<file path="src/common/cms_pkg.sv">
// cms_pkg: constants, field layout and carrier types of the operating-mode switch
// assumes: one core clock, synchronous active-high reset, 32-bit register port
package cms_pkg;

    localparam int ADDR_W = 8;
    localparam int DATA_W = 32;
    localparam int NUM_SEGS = 6;
    localparam int SEG_IDX_W = 3;

    // register offsets (byte addresses)
    localparam logic [ADDR_W-1:0] OFF_CTL0   = 8'h00;
    localparam logic [ADDR_W-1:0] OFF_PDBR   = 8'h04;
    localparam logic [ADDR_W-1:0] OFF_STATUS = 8'h08;

    // control_reg_zero fields
    localparam int PE_BIT = 0;
    localparam int PG_BIT = 31;

    // status register fields
    localparam int ST_PE     = 0;
    localparam int ST_PG     = 1;
    localparam int ST_CPL_LO = 2;
    localparam int ST_IF     = 4;
    localparam int ST_PEND   = 5;
    localparam int ST_BUSY   = 6;
    localparam int ST_USE_LO = 8;

    // reset values
    localparam logic [DATA_W-1:0] CTL0_RST      = 32'h0000_0000;
    localparam logic [DATA_W-1:0] PDBR_RST      = 32'h0000_0000;
    localparam logic [DATA_W-1:0] PDBR_FLUSH    = 32'h0000_0000;
    localparam logic [31:0]       RESET_CS_BASE = 32'hFFFF_0000;
    localparam logic [31:0]       RESET_IP      = 32'h0000_FF00;
    localparam logic [15:0]       RESET_CS_SEL  = 16'hF000;
    localparam logic [31:0]       REAL_LIMIT    = 32'h0000_FFFF;
    localparam logic [7:0]        REAL_CODE_ATTR = 8'h9B;
    localparam logic [7:0]        REAL_DATA_ATTR = 8'h93;
    localparam logic [1:0]        CPL_TOP       = 2'h0;

    // segment register slots
    localparam logic [SEG_IDX_W-1:0] SEG_ES = 3'h0;
    localparam logic [SEG_IDX_W-1:0] SEG_CS = 3'h1;
    localparam logic [SEG_IDX_W-1:0] SEG_SS = 3'h2;
    localparam logic [SEG_IDX_W-1:0] SEG_DS = 3'h3;
    localparam logic [SEG_IDX_W-1:0] SEG_FS = 3'h4;
    localparam logic [SEG_IDX_W-1:0] SEG_GS = 3'h5;

    // selector plus hidden descriptor part of one segment register
    typedef struct packed {
        logic [15:0] sel;
        logic [31:0] base;
        logic [31:0] limit;
        logic [7:0]  attr;
    } cms_seg_t;

    // register port request
    typedef struct packed {
        logic [ADDR_W-1:0] addr;
        logic [DATA_W-1:0] wdata;
        logic              wr;
        logic              rd;
    } cms_bus_req_t;

    // segment load or far transfer from the instruction unit
    typedef struct packed {
        logic                 valid;
        logic                 is_far;
        logic [SEG_IDX_W-1:0] idx;
        cms_seg_t             seg;
        logic [31:0]          ip;
    } cms_load_req_t;

endpackage : cms_pkg

</file>
<file path="src/hdl/cms_sync2.sv">
// cms_sync2: two-flop synchroniser for asynchronous pin levels
// assumes: inputs come from pins outside the core clock domain
`timescale 1ns/1ps
module cms_sync2 #(
    parameter int WIDTH = 1
) (
    input  wire logic             ref_clk,
    input  wire logic             reset,
    input  wire logic [WIDTH-1:0] async_in,
    output logic      [WIDTH-1:0] sync_q
);
    typedef struct packed {
        logic [WIDTH-1:0] meta;
        logic [WIDTH-1:0] sync;
    } cms_sync_st_t;

    cms_sync_st_t s_q;
    cms_sync_st_t s_d;

    // first stage feeds only the second stage
    always_comb begin
        s_d      = s_q;
        s_d.meta = async_in;
        s_d.sync = s_q.meta;
    end

    always_ff @(posedge ref_clk) begin
        if (reset) begin
            s_q <= '0;
        end else begin
            s_q <= s_d;
        end
    end

    assign sync_q = s_q.sync;
endmodule : cms_sync2

</file>
<file path="src/hdl/cms_seg_mem.sv">
// cms_seg_mem: segment register file, one entry per segment register
// assumes: one writer; both read ports answer one cycle after the index
`timescale 1ns/1ps
module cms_seg_mem #(
    parameter int DEPTH = cms_pkg::NUM_SEGS,
    parameter int IDX_W = cms_pkg::SEG_IDX_W
) (
    input  wire logic             ref_clk,
    input  wire logic             reset,
    input  wire logic [IDX_W-1:0] rd_a_idx,
    input  wire logic [IDX_W-1:0] rd_b_idx,
    input  wire logic             wr_en,
    input  wire logic [IDX_W-1:0] wr_idx,
    input  cms_pkg::cms_seg_t     wr_data,
    output cms_pkg::cms_seg_t     rd_a_q,
    output cms_pkg::cms_seg_t     rd_b_q
);
    typedef struct packed {
        cms_pkg::cms_seg_t [DEPTH-1:0] mem;
        cms_pkg::cms_seg_t             rd_a;
        cms_pkg::cms_seg_t             rd_b;
    } cms_mem_st_t;

    cms_mem_st_t s_q;
    cms_mem_st_t s_d;

    // reset contents: real-mode segments at base 0, code segment at the top
    function automatic cms_pkg::cms_seg_t rst_entry(input int i);
        cms_pkg::cms_seg_t e;
        e.sel   = 16'h0000;
        e.base  = 32'h0000_0000;
        e.limit = cms_pkg::REAL_LIMIT;
        e.attr  = cms_pkg::REAL_DATA_ATTR;
        if (i == int'(cms_pkg::SEG_CS)) begin
            e.sel  = cms_pkg::RESET_CS_SEL;
            e.base = cms_pkg::RESET_CS_BASE;
            e.attr = cms_pkg::REAL_CODE_ATTR;
        end
        return e;
    endfunction : rst_entry

    // out-of-range index reads as the first entry rather than X
    always_comb begin
        s_d      = s_q;
        s_d.rd_a = (int'(rd_a_idx) < DEPTH) ? s_q.mem[rd_a_idx] : s_q.mem[0];
        s_d.rd_b = (int'(rd_b_idx) < DEPTH) ? s_q.mem[rd_b_idx] : s_q.mem[0];
        if (wr_en && (int'(wr_idx) < DEPTH)) begin
            s_d.mem[wr_idx] = wr_data;
        end
    end

    always_ff @(posedge ref_clk) begin
        if (reset) begin
            for (int i = 0; i < DEPTH; i++) begin
                s_q.mem[i] <= rst_entry(i);
            end
            s_q.rd_a <= '0;
            s_q.rd_b <= '0;
        end else begin
            s_q <= s_d;
        end
    end

    assign rd_a_q = s_q.rd_a;
    assign rd_b_q = s_q.rd_b;
endmodule : cms_seg_mem

</file>
<file path="src/hdl/cms_mode_ctl.sv">
// cms_mode_ctl: real/protected operating-mode switch of the core
// assumes: register port and load requests come from core logic on ref_clk;
// interrupt pins are asynchronous and are synchronised here
`timescale 1ns/1ps
module cms_mode_ctl (
    input  wire logic                          ref_clk,
    input  wire logic                          reset,
    input  cms_pkg::cms_bus_req_t              bus_req,
    output logic [cms_pkg::DATA_W-1:0]         bus_rdata_q,
    input  cms_pkg::cms_load_req_t             load_req,
    input  wire logic [cms_pkg::SEG_IDX_W-1:0] seg_rd_idx,
    output cms_pkg::cms_seg_t                  seg_rd_q,
    input  wire logic                          irq_enable_insn,
    input  wire logic                          irq_disable_insn,
    input  wire logic                          maskable_irq_in,
    input  wire logic                          nmi_in,
    output logic                               protected_mode_q,
    output logic                               paging_on_q,
    output logic [1:0]                         current_privilege_level_q,
    output logic [31:0]                        cs_base_q,
    output logic [31:0]                        fetch_addr_q,
    output logic                               flush_q,
    output logic                               tlb_flush_q,
    output logic                               seg_busy_q,
    output logic                               irq_req_q,
    output logic                               nmi_req_q
);
    typedef enum logic [1:0] {
        CMS_IDLE,
        CMS_READ,
        CMS_MERGE
    } cms_fsm_t;

    typedef struct packed {
        logic [31:0]                 ctl0;
        logic [31:0]                 pdbr;
        logic [1:0]                  current_privilege_level;
        logic                        if_en;
        logic [cms_pkg::NUM_SEGS-1:0] usable;
        logic [31:0]                 cs_base;
        logic [31:0]                 fetch_addr;
        logic                        flush;
        logic                        tlb_flush;
        logic                        pend;
        logic [31:0]                 rdata;
        logic                        prot;
        logic                        paging;
        logic                        irq_req;
        logic                        nmi_req;
        cms_fsm_t                    fsm;
        cms_pkg::cms_load_req_t      req;
    } cms_mode_st_t;

    cms_mode_st_t      s_q;
    cms_mode_st_t      s_d;
    logic [1:0]        pins_sync;
    cms_pkg::cms_seg_t old_entry;
    cms_pkg::cms_seg_t new_entry;
    logic              mem_wr;

    // interrupt pins arrive from outside the core clock
    cms_sync2 #(
        .WIDTH (2)
    ) u_pin_sync (
        .ref_clk  (ref_clk),
        .reset    (reset),
        .async_in ({nmi_in, maskable_irq_in}),
        .sync_q   (pins_sync)
    );

    // port a serves the read-modify-write of a load, port b the core's lookups
    cms_seg_mem #(
        .DEPTH (cms_pkg::NUM_SEGS),
        .IDX_W (cms_pkg::SEG_IDX_W)
    ) u_seg_mem (
        .ref_clk  (ref_clk),
        .reset    (reset),
        .rd_a_idx (s_q.req.idx),
        .rd_b_idx (seg_rd_idx),
        .wr_en    (mem_wr),
        .wr_idx   (s_q.req.idx),
        .wr_data  (new_entry),
        .rd_a_q   (old_entry),
        .rd_b_q   (seg_rd_q)
    );

    // a selector with index and table bits all zero is the null selector
    function automatic logic is_null(input logic [15:0] sel);
        return (sel[15:2] == 14'h0000);
    endfunction : is_null

    // real-mode base is the selector shifted by four
    function automatic logic [31:0] real_base(input logic [15:0] sel);
        return {12'h000, sel, 4'h0};
    endfunction : real_base

    // new contents of one segment register from its old entry and the request
    function automatic cms_pkg::cms_seg_t merge_entry(
        input cms_pkg::cms_seg_t      old_e,
        input cms_pkg::cms_load_req_t r,
        input logic                   prot
    );
        cms_pkg::cms_seg_t e;
        e = old_e;
        if (prot) begin
            e = r.seg;
        end else begin
            // real-mode load keeps the limit left from protected mode, and the rights unless it is a far transfer
            e.sel  = r.seg.sel;
            e.base = real_base(r.seg.sel);
            if (r.is_far) begin
                e.attr = cms_pkg::REAL_CODE_ATTR;
            end
        end
        return e;
    endfunction : merge_entry

    assign mem_wr    = (s_q.fsm == CMS_MERGE);
    assign new_entry = merge_entry(old_entry, s_q.req, s_q.prot);

    // next state of the whole block
    always_comb begin
        logic [31:0] wval;
        logic        pe_new;
        wval        = bus_req.wdata;
        pe_new      = wval[cms_pkg::PE_BIT];
        s_d         = s_q;
        s_d.flush     = 1'b0;
        s_d.tlb_flush = 1'b0;
        s_d.rdata     = '0;

        // register writes; ctl0 is stored whole so it reads back as written
        if (bus_req.wr) begin
            unique case (bus_req.addr)
                cms_pkg::OFF_CTL0: begin
                    s_d.ctl0 = wval;
                    if (!s_q.prot && pe_new) begin
                        s_d.prot = 1'b1;
                        s_d.current_privilege_level  = cms_pkg::CPL_TOP;
                        s_d.pend = 1'b1;
                    end else if (s_q.prot && !pe_new) begin
                        s_d.prot = 1'b0;
                        s_d.current_privilege_level  = cms_pkg::CPL_TOP;
                        s_d.pend = 1'b1;
                    end
                    // paging only takes effect together with protection
                    s_d.paging = pe_new && wval[cms_pkg::PG_BIT];
                end
                cms_pkg::OFF_PDBR: begin
                    s_d.pdbr = wval;
                    if (wval == cms_pkg::PDBR_FLUSH) begin
                        s_d.tlb_flush = 1'b1;
                    end
                end
                default: begin
                end
            endcase
        end

        // register reads answer in the next cycle; unmapped reads give zero
        if (bus_req.rd) begin
            unique case (bus_req.addr)
                cms_pkg::OFF_CTL0: begin
                    s_d.rdata = s_q.ctl0;
                end
                cms_pkg::OFF_PDBR: begin
                    s_d.rdata = s_q.pdbr;
                end
                cms_pkg::OFF_STATUS: begin
                    s_d.rdata[cms_pkg::ST_PE]                = s_q.prot;
                    s_d.rdata[cms_pkg::ST_PG]                = s_q.paging;
                    s_d.rdata[cms_pkg::ST_CPL_LO +: 2]       = s_q.current_privilege_level;
                    s_d.rdata[cms_pkg::ST_IF]                = s_q.if_en;
                    s_d.rdata[cms_pkg::ST_PEND]              = s_q.pend;
                    s_d.rdata[cms_pkg::ST_BUSY]              = (s_q.fsm != CMS_IDLE);
                    s_d.rdata[cms_pkg::ST_USE_LO +: cms_pkg::NUM_SEGS] = s_q.usable;
                end
                default: begin
                end
            endcase
        end

        // segment loads: the write of ctl0 above never touches the segment file,
        // so every register keeps what it held until software reloads it
        unique case (s_q.fsm)
            CMS_IDLE: begin
                if (load_req.valid) begin
                    s_d.req = load_req;
                    s_d.fsm = CMS_READ;
                end
            end
            CMS_READ: begin
                // memory samples the index this cycle, entry is ready next
                s_d.fsm = CMS_MERGE;
            end
            CMS_MERGE: begin
                s_d.fsm = CMS_IDLE;
                if (s_q.prot && !s_q.req.is_far && is_null(s_q.req.seg.sel)) begin
                    s_d.usable[s_q.req.idx] = 1'b0;
                end else begin
                    s_d.usable[s_q.req.idx] = 1'b1;
                end
                if (s_q.req.is_far) begin
                    // far transfer: new code base, queue discarded in the same cycle
                    s_d.usable[cms_pkg::SEG_CS] = 1'b1;
                    s_d.cs_base    = new_entry.base;
                    s_d.fetch_addr = new_entry.base + s_q.req.ip;
                    s_d.flush      = 1'b1;
                    // a mode write landing in this same cycle re-arms the flag: set wins
                    s_d.pend       = s_d.pend && (s_d.prot != s_q.prot);
                    s_d.current_privilege_level        = s_q.prot ? s_q.req.seg.sel[1:0] : cms_pkg::CPL_TOP;
                end
            end
        endcase

        // maskable enable; disable wins if both arrive together
        if (irq_disable_insn) begin
            s_d.if_en = 1'b0;
        end else if (irq_enable_insn) begin
            s_d.if_en = 1'b1;
        end
        s_d.irq_req = pins_sync[0] && s_q.if_en;
        // non-maskable input is never gated here; the board holds it off
        s_d.nmi_req = pins_sync[1];
    end

    // one register for all state; reset puts the core in real mode at the top
    always_ff @(posedge ref_clk) begin
        if (reset) begin
            s_q            <= '0;
            s_q.ctl0       <= cms_pkg::CTL0_RST;
            s_q.pdbr       <= cms_pkg::PDBR_RST;
            s_q.current_privilege_level        <= cms_pkg::CPL_TOP;
            s_q.if_en      <= 1'b0;
            s_q.usable     <= '1;
            s_q.cs_base    <= cms_pkg::RESET_CS_BASE;
            s_q.fetch_addr <= cms_pkg::RESET_CS_BASE + cms_pkg::RESET_IP;
            s_q.prot       <= 1'b0;
            s_q.paging     <= 1'b0;
            s_q.fsm        <= CMS_IDLE;
        end else begin
            s_q <= s_d;
        end
    end

    // every output here is a flop of the state record, except seg_busy_q which decodes fsm
    assign bus_rdata_q               = s_q.rdata;
    assign protected_mode_q          = s_q.prot;
    assign paging_on_q               = s_q.paging;
    assign current_privilege_level_q = s_q.current_privilege_level;
    assign cs_base_q                 = s_q.cs_base;
    assign fetch_addr_q              = s_q.fetch_addr;
    assign flush_q                   = s_q.flush;
    assign tlb_flush_q               = s_q.tlb_flush;
    assign seg_busy_q                = (s_q.fsm != CMS_IDLE);
    assign irq_req_q                 = s_q.irq_req;
    assign nmi_req_q                 = s_q.nmi_req;
endmodule : cms_mode_ctl

</file>
<file path="config.mk">
export PLATFORM = sky130hd
export DESIGN_NAME = cms_mode_ctl
export DESIGN_NICKNAME = d
export VERILOG_FILES = /design/src/common/cms_pkg.sv /design/src/hdl/cms_sync2.sv /design/src/hdl/cms_seg_mem.sv /design/src/hdl/cms_mode_ctl.sv
export SDC_FILE = /design/constraint.sdc
export NUM_CORES = 2
export LEC_CHECK = 0
export ABC_AREA = 1
export BUFFER_PORTS_ARGS = -buffer_cell sky130_fd_sc_hd__buf_2
export CORE_AREA = 10 10 291 293
export CTS_CLUSTER_SIZE = 16
export DETAILED_ROUTE_END_ITERATION = 16
export DIE_AREA = 0 0 301 303
export HOLD_SLACK_MARGIN = 0.12
export PLACE_DENSITY = 0.81
export SYNTH_ARGS = -nofsm -noshare
export SYNTH_HDL_FRONTEND = slang
export SYNTH_SLANG_ARGS = --single-unit
</file>
<file path="constraint.sdc">
create_clock -name ref_clk -period 2.6 [get_ports ref_clk]
set_clock_uncertainty 0.1 [all_clocks]
set_input_delay 0.26 -clock ref_clk [delete_from_list [all_inputs] [get_ports ref_clk]]
set_output_delay 0.26 -clock ref_clk [all_outputs]
set_load 0.005 [all_outputs]
</file>
==> summary.txt <==
Placed design
  • Port bufs: 368
  • DPL Wire Length: 87270 um
  • Placed Cells: 6805
  • GPL Wtd Cong: 0.9305
  • Area after DPL: 44240 um^2

Critical path
  • Worst-path fanout max: 87
  • Critical Path Start Type: input port
  • Crit Path Category: in -> reg
  • CP Capture Type: flip-flop
  • Worst path arrival time: 3.10 ns
  • Worst Path Required: 3.10 ns

Pwr
  • Worst vdd ir: approximately 490 uV
  • Pwr Total: 36.44 mW
  • PD cells: between 700 and 800 nW/um^2
  • P_leak: 21.60 nW

Synth
  • Yosys warns: 0
  • Synth Flop Type: dfxtp_1
  • Fraction of registers with async set/reset: 0%
  • Mapped Avg Cell Area: 7.266 um^2
  • Yosys reg bits: 962
  • Synth area leader: dfxtp_1
  • Post-Syn Area: around 42000 um^2
  • Post-synth EDFFs: 0
  • Gate Count Post-Synth: 5819
  • Synth area leaders: dfxtp_1, o21ai_0, a21oi_1
  • Mapped Nets: between 6k and 7k
  • Synth top area share: 45.55%
  • Yosys cell types: 47
  • Seq/Total Area, Yosys: 45.55%

Timing
  • Fmax: 384.8 MHz
  • Worst hold slack: between 0.15 and 0.2 ns
  • Final clock period utilization by the worst path: 99.95%
  • Fin. Hold Viols: 0
  • Setup TNS: 0 ns
  • Least-Margin Pin Slew: approximately 0.88 ns
  • Rel. slew slack: 41.08%
  • Minimum clock period: 2.599 ns
  • Setup violators final: 0
  • Final slew viol count: 0
  • Unrepaired setup endpoints after global routing: yes

Clock network
  • CTS tree: built
  • Clock sinks: 962
  • CTS Buf Count: 98
  • Clock latency on the worst-skew pair: approximately 0.68 ns
  • Max Root-Sink Buffers: 3
  • CTS HTree Levels: 3
  • Clk root buf: clkbuf_16
  • CTS clk-pin slew, worst paths: 0.06 ns

Routing
  • Via density: 5.774
  • DR vias: 41.45k
  • Iteration-0 DRC Markers: 4800
  • Routed WL per cell: 19.67 um
  • DRT Pass-1 Iters: 7
  • Post-route DRC: 0
  • Antenna Violating Nets Remaining: 0
  • Drt total wl: between 100000 and 150000 um

Global routing
  • Global Route Usage Sum: 29.57%
  • Vias in the first global route: 39.51k
  • Gr ovfl total: 0
  • Initial antenna violation count: 8
  • Largest net degree at the start of global routing: between 150 and 200
  • Global-route wire length before repair: around 220000 um

Floorplanning
  • Boundary Pins: between 300 and 400
  • Die Y: 303 um
  • Core Area: 78610 um^2
  • Die area: 91200 um^2
  • Chip Width: 301 um
  • Initial Util: 53.78%
  • Num rows: about 100

Finish
  • P&R area growth vs syn: 18.44%
  • Layout Nets: 6248
  • Post-route cell area: between 50000 and 60000 um^2
  • Share of cells above drive strength 1: 14.39%
  • Fillers: between 6k and 7k
  • Cell Count, Final, Fillers Out: 7179

Outcome
  • Status: finished, final reports clean

Job
  • Max Cap Violations: 0

Min path
  • Hold WC Path Type: in -> reg
-- flip-flops by register name (all words and copies together), names as in the netlist, named ones only --
| signal | cells |
|---|---|
| u_seg_mem.s_q | 528 |
| s_q | 193 |
| u_seg_mem.rd_b_q | 88 |
| u_seg_mem.rd_a_q | 40 |
| bus_rdata_q | 32 |
| cs_base_q | 32 |
| fetch_addr_q | 32 |
| current_privilege_level_q | 2 |
| u_pin_sync.s_d | 2 |
| u_pin_sync.sync_q | 2 |
| flush_q | 1 |
| irq_req_q | 1 |
| nmi_req_q | 1 |
| paging_on_q | 1 |
| protected_mode_q | 1 |
| tlb_flush_q | 1 |
-- path summary, 6_finish.rpt --
check / from / to / slack [ns] / cells after the start
setup / recovery: reset / tlb_flush_q / 0.001 / 8
hold / removal: bus_req[35] / s_q[279] / 0.16 / 8
setup reg to reg: protected_mode_q / fetch_addr_q[28] / 0.06 / 14
hold reg to reg: u_pin_sync.s_d[1] / u_pin_sync.sync_q[1] / 0.31 / 2
-- cells in the mapped netlist (4+ instances only) --
master	number
nor3_1	6
a31oi_1	74
o21ai_1	17
a211oi_1	41
o21ai_2	9
inv_1	470
nand2_1	886
ha_1	34
nand4_1	7
clkbuf_1	274
o2111ai_1	4
buf_2	119
buf_1	32
o22a_1	4
o21ai_0	976
nor2_4	6
a21oi_1	698
or2_2	40
o211ai_1	74
o22ai_1	98
nand3_1	105
a22o_1	4
buf_4	194
nor2_1	621
a311oi_1	4
nor4_1	13
dfxtp_1	962
inv_2	13
-- what timing repair did --
item | CTS | global route
resized for setup | 6 | 61
hold buffers | 178 | 0
endpoints found under the hold margin | 277 | 0
endpoints found under the setup margin | 4 | 26
buffers inserted | 1 | 4
pin swaps | 0 | 4
-- through the flow --
stage / setup slack [ns] / utilization [%]
2_1_floorplan: 0.005640 / -
4_1_cts: 0.006940 / 63.28
3_3_place_gp: 0.01571 / 56.28
6_report: 0.001174 / 63.70
5_1_grt: -0.09610 / 63.69
3_5_place_dp: -0.01426 / 56.28
-- area by class of cell --
class,instances,area [um^2],share of cell area [%]
well taps,1050,1314,2.624
clock inverters,46,739.5,1.477
multi-input cells,3748,18320,36.58
diodes,7,17.52,0.03498
flip-flops and latches,962,19260,38.47
clock buffers,139,2932,5.854
repair buffers,741,5644,11.27
inverters,486,1847,3.688
-- layout by cell type (no fill, tap or decap), drive strengths merged, types with 74 or more instances in the layout --
cell,synthesis,final
o22ai,98,98
dfxtp,962,962
inv,484,487
o211ai,74,74
nand3,105,105
buf,347,563
a31oi,74,74
clkbuf,276,140
o21ai,1002,1002
a21oi,698,698
nand2,890,890
dlygate4sd3,0,177
nor2,628,628
-- cells by family after synthesis --
group                      count (synthesis)  share of synthesized area, %
AOI/OAI and AO/OA                       2014                         25.34
xor gates and xnor gates                   5                        0.1036
adders and majority gates                 35                         1.054
buffers and inverters                   1109                         11.97
DFF                                      962                         45.55
and+or+nand+nor                         1694                         15.99
-- power breakdown --
group,internal (mW),leakage (nW),switching [mW]
Combinational,1.70,12.0,3.03
Sequential,15.4,7.83,0.440
Clock,9.67,1.81,6.15
Total,26.8,21.6,9.62
-- routing by layer --
layer	GRT usage (%)	part of all wire, %
met2	48.61	46
met1	36.64	39
met5	0	0.0092
met4	16.97	5.5
met3	4.639	9.5
-- worst max-delay path, cell delays in order --
cell           delay, ns
dlygate4sd3_1       0.58
buf_8               0.21
buf_12              0.22
nor4_2              0.30
nand4_1             0.12
dlygate4sd3_1       0.58
nor3_1              0.16
dlygate4sd3_1       0.56
Power figures use the tool's default switching activity.
